==> config.mk <==
export PLATFORM = sky130hd
export DESIGN_NAME = add_and_logic_execute_unit
export DESIGN_NICKNAME = d
export VERILOG_FILES = /design/src/exec_unit_pkg.sv /design/src/byte_adder.sv /design/src/add_and_logic_execute_unit.sv
export VERILOG_INCLUDE_DIRS = /design/src
export SDC_FILE = /design/constraint.sdc
export NUM_CORES = 1
export LEC_CHECK = 0
export BUFFER_PORTS_ARGS = -buffer_cell sky130_fd_sc_hd__buf_2
export CORE_UTILIZATION = 54
export CTS_CLUSTER_SIZE = 8
export DETAILED_ROUTE_END_ITERATION = 10
export MAX_ROUTING_LAYER = met4
export PLACE_DENSITY_LB_ADDON = 0.12
export SLEW_MARGIN = 10
export SYNTH_ARGS = -nofsm -noshare
export SYNTH_HDL_FRONTEND = slang
export SYNTH_HIERARCHICAL = 1
export SYNTH_SLANG_ARGS = --single-unit
==> constraint.sdc <==
create_clock -name clk -period 5.1 [get_ports clk]
set_input_delay 0.765 -clock clk [delete_from_list [all_inputs] [get_ports clk]]
set_output_delay 0.765 -clock clk [all_outputs]
set_load 0.02 [all_outputs]
==> src/exec_unit_consts.svh <==
`ifndef EXEC_UNIT_CONSTS_SVH
`define EXEC_UNIT_CONSTS_SVH

// ----------------------------------------
// Operation codes
// ----------------------------------------
`define OP_NONE 3'h0
`define OP_SUM_CARRY_TO_WORK 3'h1
`define OP_SUM_CARRY_TO_MEM 3'h2
`define OP_SUM_TO_WORK 3'h3
`define OP_SUM_IMM_TO_WORK 3'h4
`define OP_SUM_TO_MEM 3'h5
`define OP_AND_TO_MEM 3'h6

// ----------------------------------------
// Bit positions and reset values
// ----------------------------------------
`define HALF_BIT 4
`define WORK_RESET 8'h00

`endif

==> src/exec_unit_pkg.sv <==
package exec_unit_pkg;
  typedef logic [2:0] op_code_t;

  typedef struct packed {
    logic [8:0] sum;
    logic half;
    logic overflow;
  } sum_out_t;

  typedef struct packed {
    logic [7:0] working_register;
    logic [7:0] mem_wdata;
    logic mem_we;
    logic [7:0] flag_data;
    logic [3:0] flag_we;
    logic done;
  } exec_state_t;
endpackage

==> src/byte_adder.sv <==
`timescale 1ns/100ps
`include "exec_unit_consts.svh"

// ----------------------------------------
// Eight-bit adder with flag terms
// ----------------------------------------
module byte_adder
  import exec_unit_pkg::*;
(
  // Operands
  input wire logic [7:0] a,
  input wire logic [7:0] b,
  input wire logic cin,
  // Result
  output sum_out_t result
);
  logic [4:0] low_sum;

  // Low nibble gives the half carry out of bit 3
  always_comb begin
    low_sum = {1'b0, a[3:0]} + {1'b0, b[3:0]} + {4'h0, cin};
    result.sum = {1'b0, a} + {1'b0, b} + {8'h00, cin};
    result.half = low_sum[`HALF_BIT];
    // Overflow: equal operand signs, result sign differs
    result.overflow = (a[7] == b[7]) && (result.sum[7] != a[7]);
  end
endmodule

==> src/add_and_logic_execute_unit.sv <==
`timescale 1ns/100ps
`include "exec_unit_consts.svh"

module add_and_logic_execute_unit
  import exec_unit_pkg::*;
(
  // Clock and reset
  input wire logic clk,
  input wire logic resetn,
  // Decoder request
  input wire logic op_valid,
  input wire op_code_t op_code,
  input wire logic [7:0] imm_data,
  // Data memory operand and write back
  input wire logic [7:0] mem_rdata,
  output logic [7:0] mem_wdata,
  output logic mem_we,
  // Status flags in and out
  input wire logic carry_flag,
  output logic carry_flag_out,
  output logic half_carry_flag,
  output logic signed_range_flag,
  output logic null_flag,
  output logic [3:0] flag_we,
  // Working register and completion
  output logic [7:0] working_register,
  output logic done
);
  // flag_we bit order: {signed_range, null, half_carry, carry}
  exec_state_t state;
  exec_state_t next_state;
  logic [7:0] add_b;
  logic add_cin;
  sum_out_t add_out;
  logic [7:0] and_res;

  // ----------------------------------------
  // Operand selection
  // ----------------------------------------
  // Immediate form swaps in the instruction byte; carry only for carry ops
  always_comb begin
    add_b = (op_code == `OP_SUM_IMM_TO_WORK) ? imm_data : mem_rdata;
    add_cin = ((op_code == `OP_SUM_CARRY_TO_WORK) ||
               (op_code == `OP_SUM_CARRY_TO_MEM)) ? carry_flag : 1'b0;
  end

  byte_adder i_byte_adder (
    .a(state.working_register),
    .b(add_b),
    .cin(add_cin),
    .result(add_out)
  );

  assign and_res = state.working_register & mem_rdata;

  // ----------------------------------------
  // Next state
  // ----------------------------------------
  // Strobes last one cycle; working register holds unless written
  always_comb begin
    next_state = state;
    next_state.mem_we = 1'b0;
    next_state.flag_we = 4'h0;
    next_state.done = 1'b0;
    if (op_valid) begin
      next_state.done = 1'b1;
      // Flags from one adder shared by all sums
      next_state.flag_data = {4'h0, add_out.overflow,
                              add_out.sum[7:0] == 8'h00,
                              add_out.half, add_out.sum[8]};
      case (op_code)
        `OP_SUM_CARRY_TO_WORK, `OP_SUM_TO_WORK, `OP_SUM_IMM_TO_WORK: begin
          next_state.working_register = add_out.sum[7:0];
          next_state.flag_we = 4'hF;
        end
        `OP_SUM_CARRY_TO_MEM, `OP_SUM_TO_MEM: begin
          next_state.mem_wdata = add_out.sum[7:0];
          next_state.mem_we = 1'b1;
          next_state.flag_we = 4'hF;
        end
        `OP_AND_TO_MEM: begin
          next_state.mem_wdata = and_res;
          next_state.mem_we = 1'b1;
          next_state.flag_data = {4'h0, 1'b0, and_res == 8'h00, 2'h0};
          next_state.flag_we = 4'h4;
        end
        default: begin
          // Unknown codes retire with no write strobe, though the flag outputs still take the adder terms
          next_state.done = 1'b1;
        end
      endcase
    end
  end

  // Single register stage for the whole state
  always_ff @(posedge clk) begin
    if (!resetn) begin
      state <= '0;
      state.working_register <= `WORK_RESET;
    end else begin
      state <= next_state;
    end
  end

  // ----------------------------------------
  // Outputs
  // ----------------------------------------
  assign working_register = state.working_register;
  assign mem_wdata = state.mem_wdata;
  assign mem_we = state.mem_we;
  assign flag_we = state.flag_we;
  assign done = state.done;
  assign signed_range_flag = state.flag_data[3];
  assign null_flag = state.flag_data[2];
  assign half_carry_flag = state.flag_data[1];
  assign carry_flag_out = state.flag_data[0];

  // ----------------------------------------
  // Checks
  // ----------------------------------------
  // Reference sums built apart from the shared adder, read through $past
  logic chk_carry_op;
  logic [7:0] chk_b;
  logic [8:0] chk_sum;
  logic [4:0] chk_low;
  logic [8:0] chk_signed;

  // Sign-extended sum: overflow shows as bits 8 and 7 disagreeing
  always_comb begin
    chk_carry_op = (op_code == `OP_SUM_CARRY_TO_WORK) ||
                   (op_code == `OP_SUM_CARRY_TO_MEM);
    chk_b = (op_code == `OP_SUM_IMM_TO_WORK) ? imm_data : mem_rdata;
    chk_sum = {1'b0, state.working_register} + {1'b0, chk_b} +
              {8'h00, chk_carry_op & carry_flag};
    chk_low = {1'b0, state.working_register[3:0]} + {1'b0, chk_b[3:0]} +
              {4'h0, chk_carry_op & carry_flag};
    chk_signed = {state.working_register[7], state.working_register} +
                 {chk_b[7], chk_b} + {8'h00, chk_carry_op & carry_flag};
  end

  AST_CARRY_TO_WORK: assert property (
    @(posedge clk) disable iff (!resetn)
    op_valid && op_code == `OP_SUM_CARRY_TO_WORK |=>
      working_register == $past(chk_sum[7:0]) &&
      carry_flag_out == $past(chk_sum[8]) && flag_we == 4'hF && !mem_we)
    else $error("carry sum into work wrong");

  AST_CARRY_TO_MEM: assert property (
    @(posedge clk) disable iff (!resetn)
    op_valid && op_code == `OP_SUM_CARRY_TO_MEM |=>
      mem_we && mem_wdata == $past(chk_sum[7:0]) && flag_we == 4'hF &&
      $stable(working_register))
    else $error("carry sum into memory wrong");

  AST_SUM_TO_WORK: assert property (
    @(posedge clk) disable iff (!resetn)
    op_valid && op_code == `OP_SUM_TO_WORK |=>
      working_register ==
        8'($past(state.working_register) + $past(mem_rdata)) &&
      !mem_we && flag_we == 4'hF)
    else $error("sum into work wrong");

  AST_SUM_IMM: assert property (
    @(posedge clk) disable iff (!resetn)
    op_valid && op_code == `OP_SUM_IMM_TO_WORK |=>
      working_register ==
        8'($past(state.working_register) + $past(imm_data)))
    else $error("immediate sum wrong");

  AST_SUM_TO_MEM: assert property (
    @(posedge clk) disable iff (!resetn)
    op_valid && op_code == `OP_SUM_TO_MEM |=>
      mem_we && $stable(working_register) && flag_we == 4'hF &&
      mem_wdata == 8'($past(state.working_register) + $past(mem_rdata)))
    else $error("sum into memory wrong");

  AST_AND_TO_MEM: assert property (
    @(posedge clk) disable iff (!resetn)
    op_valid && op_code == `OP_AND_TO_MEM |=>
      mem_we && flag_we == 4'h4 && null_flag == (mem_wdata == 8'h00) &&
      mem_wdata == ($past(state.working_register) & $past(mem_rdata)))
    else $error("and into memory wrong");

  AST_NULL_FLAG: assert property (
    @(posedge clk) disable iff (!resetn)
    flag_we == 4'hF |-> null_flag == ((mem_we ? mem_wdata :
      working_register) == 8'h00))
    else $error("null flag mismatch");

  AST_STROBE_ONE: assert property (
    @(posedge clk) disable iff (!resetn)
    !op_valid |=> !mem_we && flag_we == 4'h0 && !done)
    else $error("strobe without request");

  // Carry terms from the reference sums, not from the shared adder
  AST_HALF_AND_CARRY: assert property (
    @(posedge clk) disable iff (!resetn)
    flag_we == 4'hF |->
      half_carry_flag == $past(chk_low[4]) &&
      carry_flag_out == $past(chk_sum[8]))
    else $error("half carry or carry flag wrong");

  AST_SIGNED_RANGE: assert property (
    @(posedge clk) disable iff (!resetn)
    flag_we == 4'hF |->
      signed_range_flag == ($past(chk_signed[8]) != $past(chk_signed[7])))
    else $error("signed range flag wrong");

  // AND writes memory and the null flag; the working register must not move
  AST_AND_KEEPS_WORK: assert property (
    @(posedge clk) disable iff (!resetn)
    op_valid && op_code == `OP_AND_TO_MEM |=>
      $stable(working_register) && done)
    else $error("and changed the working register");

  // Idle cycles leave the working register alone
  AST_IDLE_HOLD: assert property (
    @(posedge clk) disable iff (!resetn)
    !op_valid |=> $stable(working_register))
    else $error("working register moved while idle");

  // Main scenarios worth seeing at least once
  COV_CARRY_OUT: cover property (@(posedge clk)
    carry_flag_out && flag_we[0]);
  COV_OVERFLOW: cover property (@(posedge clk)
    signed_range_flag && flag_we[3]);
  COV_AND_ZERO: cover property (@(posedge clk)
    flag_we == 4'h4 && null_flag);
  COV_HALF_CARRY: cover property (@(posedge clk)
    half_carry_flag && flag_we[1]);
  COV_BACK_TO_BACK: cover property (@(posedge clk)
    op_valid ##1 op_valid);
endmodule

-- Word-level counts from Yosys, hierarchy flattened
Cells that the tools add are included.
- flip-flop bits (word level): 26
- latch bits: 0
- RAM bits: 0
- memory bits (read-only): 0
- bits of input ports: 23
- output and inout port bits: 26
- word-level logic and storage cells: 36
- memories: 0
- add/subtract/negate cells: 4
- multiply operators: 0
- div/mod/pow operators: 0
- magnitude comparators: 0
- eq/ne operators: 8
- shifts and indexed selects: 0
- muxes and demuxes: 6
- bitwise gates (word level): 1
- reductions and logical operators: 11
- operator list (kind ; count):
    9-bit one-hot mux with 2 select lines ; 1
    8-bit logical NOT ; 2
    8-bit by 8-bit adder with 9-bit output ; 1
    9-bit by 1-bit adder with 9-bit output ; 1
    3-bit equality test, second input constant ; 3
    8-bit AND ; 1
    8-bit two-way mux ; 1
    4-bit one-hot mux with 2 select lines ; 1
    3-bit by 2-bit equality test with 1-bit output, second input constant ; 2
    2-bit AND reduction ; 3
    4-bit by 4-bit adder with 5-bit output ; 1
    5-bit by 1-bit adder with 5-bit output ; 1
    5-bit OR reduction ; 1
    4-bit two-way mux ; 1
    3-bit by 1-bit equality test with 1-bit output, second input constant ; 1
    3-bit OR reduction ; 1
    1-bit two-way mux ; 2
    2-bit nonzero test ; 1
    2-bit OR reduction ; 1
    1-bit equality test ; 1
    1-bit logical AND ; 1
    1-bit logical OR ; 1
    1-bit inequality test ; 1

-- Longest topological paths before layout
- word-level depth: 7
- depth in mapped cells: 12

-- Hierarchy
The synthesis kept the hierarchy.
- by module, submodules not included (module ; times used ; cells an instance ; area an instance (µm²) ; sequential area each (µm²)):
    add_and_logic_execute_unit ; 1 ; 129 ; 1151.1 ; 480.5
    byte_adder ; 1 ; 37 ; 324.1 ; 0.0

-- Worst setup path before layout
No wires, ideal clock.
- path type: input port to flip-flop
- from: in op_code[0]
- to: reg state, in the netlist null_flag
- arrival time: 3271 ps
- data required time: 5026 ps
- path slack: 1755 ps
- cell stages on the path: 12
- buffers on the path: 1
- cell sequence: nor3b_1 > buf_6 > mux2_2 > fa_1 > fa_1 > a21oi_1 > o21ai_1 > a21oi_1 > xnor2_1 > nor4_1 > nand3_1 > a31oi_1
- RTL lines (item ; RTL line ; text):
    start, declared ; add_and_logic_execute_unit.sv:12 ; input wire op_code_t op_code,
    end signal, assigned ; add_and_logic_execute_unit.sv:101 ; state <= next_state;
    end, declared ; add_and_logic_execute_unit.sv:30 ; exec_state_t state;

==> metrics.md <==
| Metric | Value |
|---|---|
| Clock tree from TritonCTS | `done` |
| Final Max Slew Viols | `0` |
| Count of instances resized after the clock tree is built | `0` |
| First DRT Iteration DRCs | `24` |
| Clk buf depth | `2` |
| Kind of start point of the critical path | `input port` |
| First-pass iteration count of the detailed router | `4` |
| Die Ht | `54.3 um` |
| Maximum single-stage delay on the critical path | `0.43 ns` |
| FP Rows | `18` |
| Largest area contributor in the synthesized netlist | `sky130_fd_sc_hd__dfxtp_1` |
| Weighted congestion at the end of routability-driven global placement | `0.957` |
| Ys flop type | `sky130_fd_sc_hd__dfxtp_1` |
| Area growth from synthesis to layout | `19.6%` |
| Proportion of register bits with asynchronous set or reset after synthesis | `0` |
| Wire length of the first global-routing pass | `5080 um` |
| Min Tclk post-route | `3.47 ns` |
| Area of the multi-input gates | `938 um^2` |
| Final-layout setup total negative slack | `0 ns` |
| Run status | `complete, no violations` |
| Critical path endpoint category | `flip-flop` |
| Starting density of the core | `0.585` |
| Placed instance area | `1710 um^2` |
| Number of warnings reported in the yosys synthesis log | `6` |
| Final Hold Slack | `0.482 ns` |
| Number of global-route vias before repair | `1193` |
| Most used standard cells in the synthesized netlist | `sky130_fd_sc_hd__dfxtp_1 (24), sky130_fd_sc_hd__a21oi_1 (19), sky130_fd_sc_hd__nand2_1 (10), sky130_fd_sc_hd__nor2_1 (10), sky130_fd_sc_hd__nor2b_1 (10)` |
| Clock transition time at the flip-flop clock pins of the worst setup and hold paths | `0.14 ns` |
| Most common cell in the netlist | `sky130_fd_sc_hd__dfxtp_1` |
| Overall power consumption | `482 uW` |
| Routed WL | `3310 um` |
| Portion of the clock cycle consumed by the worst path in the final layout | `0.681` |
| Main area contributors after synthesis | `sky130_fd_sc_hd__dfxtp_1 (33%), sky130_fd_sc_hd__a21oi_1 (6.4%), sky130_fd_sc_hd__mux2_2 (6.1%), sky130_fd_sc_hd__ha_1 (5.9%), sky130_fd_sc_hd__mux2i_1 (5.4%)` |
| Synthesized instance count | `166` |
| Number of setup buffers added after CTS | `0` |
| Cell depth of the worst min-delay path | `2` |
| Total clock sinks | `24` |
| I/O Buffers | `48` |
| Cts-stage hold buffer count | `0` |
| Worst-Skew Late Latency | `0.32 ns` |
| GR Util All Layers | `0.243` |
| Slowest stage cell, crit path | `sky130_fd_sc_hd__fa_1` |
| Number of flops mapped to enable cells by yosys | `0` |
| Met2 wirelength from detailed routing | `1610 um` |
| Worst clock skew on the final layout | `0.00275 ns` |
| Antenna Cells | `0` |
| Area taken by flip-flops and latches | `480 um^2` |
| Detail Placement HPWL | `2570 um` |
| Final worst setup slack | `1.63 ns` |
| Register-to-Register Path Depth | `9` |
| Die boundary width | `54.3 um` |
| Number of vias per cell after detailed routing | `5.71` |
| Maximum number of pins on one net before global-route repair | `23` |
| Power Density | `273 nW/um^2` |
| Non-filler instance count after layout | `241` |
| CP delay by family, top | `adder cells` |
| Maximum Capacitance Violations | `0` |
| Buf+Inv Stages, Crit Path | `2` |
| Clk root buf | `sky130_fd_sc_hd__clkbuf_4` |
| Average wire per standard cell | `13.7 um` |
| Ratio of cells with drive above 1 in the final layout | `0.322` |
| Total number of vias | `1377` |
| Total DRC errors in the routed layout | `0` |
| Global route total overflow | `0` |
| Portion of the post-synthesis area used by sequential elements | `0.326` |
| H-tree depth | `1` |
| Dpl cells | `237` |
| Cell area after layout | `1760 um^2` |
| Data required time of the critical path | `5.36 ns` |
| Final nets | `244` |
| # IOs | `49` |
| Count of final hold-check violations | `0` |
| Detail Route Antenna Nets | `0` |
| Average size of a mapped cell | `8.89 um^2` |
| Tightest slew margin relative to the limit | `0.592` |
| Transition time at the pin with the least slew margin | `0.608 ns` |
| WL met1 | `1430 um` |
| Total met3 wirelength after detailed routing | `225 um` |
| Final Setup Violations | `0` |
| Share of the synthesized area in the top cell type | `0.326` |
| Overall die area | `2940 um^2` |
| Uppermost layer routed | `met4` |
| Critical path class | `in2reg` |
| Number of antenna violations at the first check in global routing | `0` |
| Worst IR drop on VDD | `0.210 mV` |
| Setup slack after placement | `1.35 ns` |
| Count of different cell masters after synthesis | `38` |
| Fin util | `0.699` |
| Mapped cell area | `1480 um^2` |
| Max Clk Rate | `288 MHz` |
| Number of buffers created by CTS | `3` |
| Arrival time worst endpoint | `3.73 ns` |
| Core Footprint | `2520 um^2` |
| Critical Path Stages | `13` |
| Number of flip-flops and latches in the synthesized netlist | `24` |
| Total nets after synthesis | `198` |
| Critical path cell sequence | `buf_2 > nor3b_1 > buf_4 > mux2_2 > fa_1 > fa_1 > a21oi_1 > o21ai_1 > a21oi_1 > xnor2_1 > nor4_1 > nand3_1 > a31oi_1` |
| CP max FO | `9` |
| Setup repair after global routing missed its margin | `no` |
| Fillcell total | `237` |
| Total leakage power | `0.829 nW` |
| Hold WC Path Type | `reg2reg` |
routing by layer:
layer	vias up	global-route usage
met5	-	-
met4	0	0.0726
met3	4	0.0306
met2	64	0.427
met1	628	0.287
li1	681	-
worst paths after layout:
check	slack (ns)	from	endpoint
setup / recovery	1.63	op_code[2]	null_flag
hold / removal	0.48	carry_flag_out	carry_flag_out
hold reg to reg	0.48	carry_flag_out	carry_flag_out
setup reg to reg	2.61	working_register[0]	null_flag
worst reg2reg max path: stages (launching register included):
cell                      delay [ns]
sky130_fd_sc_hd__dfxtp_1        0.37
sky130_fd_sc_hd__fa_1           0.47
sky130_fd_sc_hd__fa_1           0.41
sky130_fd_sc_hd__a21oi_1        0.21
sky130_fd_sc_hd__o21ai_1        0.12
sky130_fd_sc_hd__a21oi_1        0.21
sky130_fd_sc_hd__xnor2_1        0.15
sky130_fd_sc_hd__nor4_1         0.20
sky130_fd_sc_hd__nand3_1        0.11
sky130_fd_sc_hd__a31oi_1        0.18
cell usage in the layout, fill, tap and decap left out:
cell                        count
sky130_fd_sc_hd__a21boi_2       1
sky130_fd_sc_hd__a211oi_1       1
sky130_fd_sc_hd__o21ai_0        9
sky130_fd_sc_hd__o22ai_2        1
sky130_fd_sc_hd__nand3_1        5
sky130_fd_sc_hd__nor3b_1        2
sky130_fd_sc_hd__xor2_1         3
sky130_fd_sc_hd__nor3_1         1
sky130_fd_sc_hd__buf_2         48
sky130_fd_sc_hd__nand2_2        1
sky130_fd_sc_hd__mux2_2         8
sky130_fd_sc_hd__a21oi_2        2
sky130_fd_sc_hd__ha_1           7
sky130_fd_sc_hd__nor2b_1       10
sky130_fd_sc_hd__nand2_1       10
sky130_fd_sc_hd__o21a_1         1
sky130_fd_sc_hd__dfxtp_1       24
sky130_fd_sc_hd__o21ai_1        4
sky130_fd_sc_hd__a31oi_1        1
sky130_fd_sc_hd__nand3b_1       2
sky130_fd_sc_hd__mux2_4         1
sky130_fd_sc_hd__xnor2_1        4
sky130_fd_sc_hd__clkbuf_4       3
sky130_fd_sc_hd__o21ai_4        1
sky130_fd_sc_hd__fa_1           2
sky130_fd_sc_hd__buf_4          1
sky130_fd_sc_hd__nand4_1        2
sky130_fd_sc_hd__o21bai_1       3
sky130_fd_sc_hd__inv_1          2
sky130_fd_sc_hd__nor4_1         2
sky130_fd_sc_hd__a21oi_1       19
sky130_fd_sc_hd__bufinv_16      1
sky130_fd_sc_hd__mux2i_1        8
sky130_fd_sc_hd__and2_1         2
sky130_fd_sc_hd__nor2_1        10
sky130_fd_sc_hd__or3_1          1
sky130_fd_sc_hd__nand2b_1       4
sky130_fd_sc_hd__a21boi_0       4
power by group:
part / total [mW] / internal (mW) / leakage [nW] / switching (mW)
Clock: 0.139 / 0.0794 / 0.0279 / 0.0600
Sequential: 0.207 / 0.199 / 0.196 / 0.00765
Combinational: 0.136 / 0.0554 / 0.605 / 0.0803
registers in the layout (all words and copies together) (netlist names):
| name | flops |
|---|---|
| null_flag | 1 |
| flag_we | 2 |
| signed_range_flag | 1 |
| done | 1 |
| carry_flag_out | 1 |
| mem_we | 1 |
| mem_wdata | 8 |
| half_carry_flag | 1 |
| working_register | 8 |
logic make-up (layout without fill, tap and decap cells):
family / Yosys count / after routing / share of synthesized area
simple gates: 52 / 52 / 0.185
flops: 24 / 24 / 0.326
buf+inv: 10 / 55 / 0.0382
fa+ha+maj: 9 / 9 / 0.0865
compound gates: 47 / 47 / 0.198
mux: 17 / 17 / 0.126
xor+xnor: 7 / 7 / 0.0416
layout make-up:
class / instances / share of cell area
sequential: 24 / 0.272
clock inverter: 1 / 0.0170
inverter: 2 / 0.00426
multi-input combinational: 132 / 0.532
tap: 30 / 0.0213
clock buffer: 3 / 0.0128
timing repair buffer: 49 / 0.140
No activity file was read; power rests on OpenSTA's default activity.
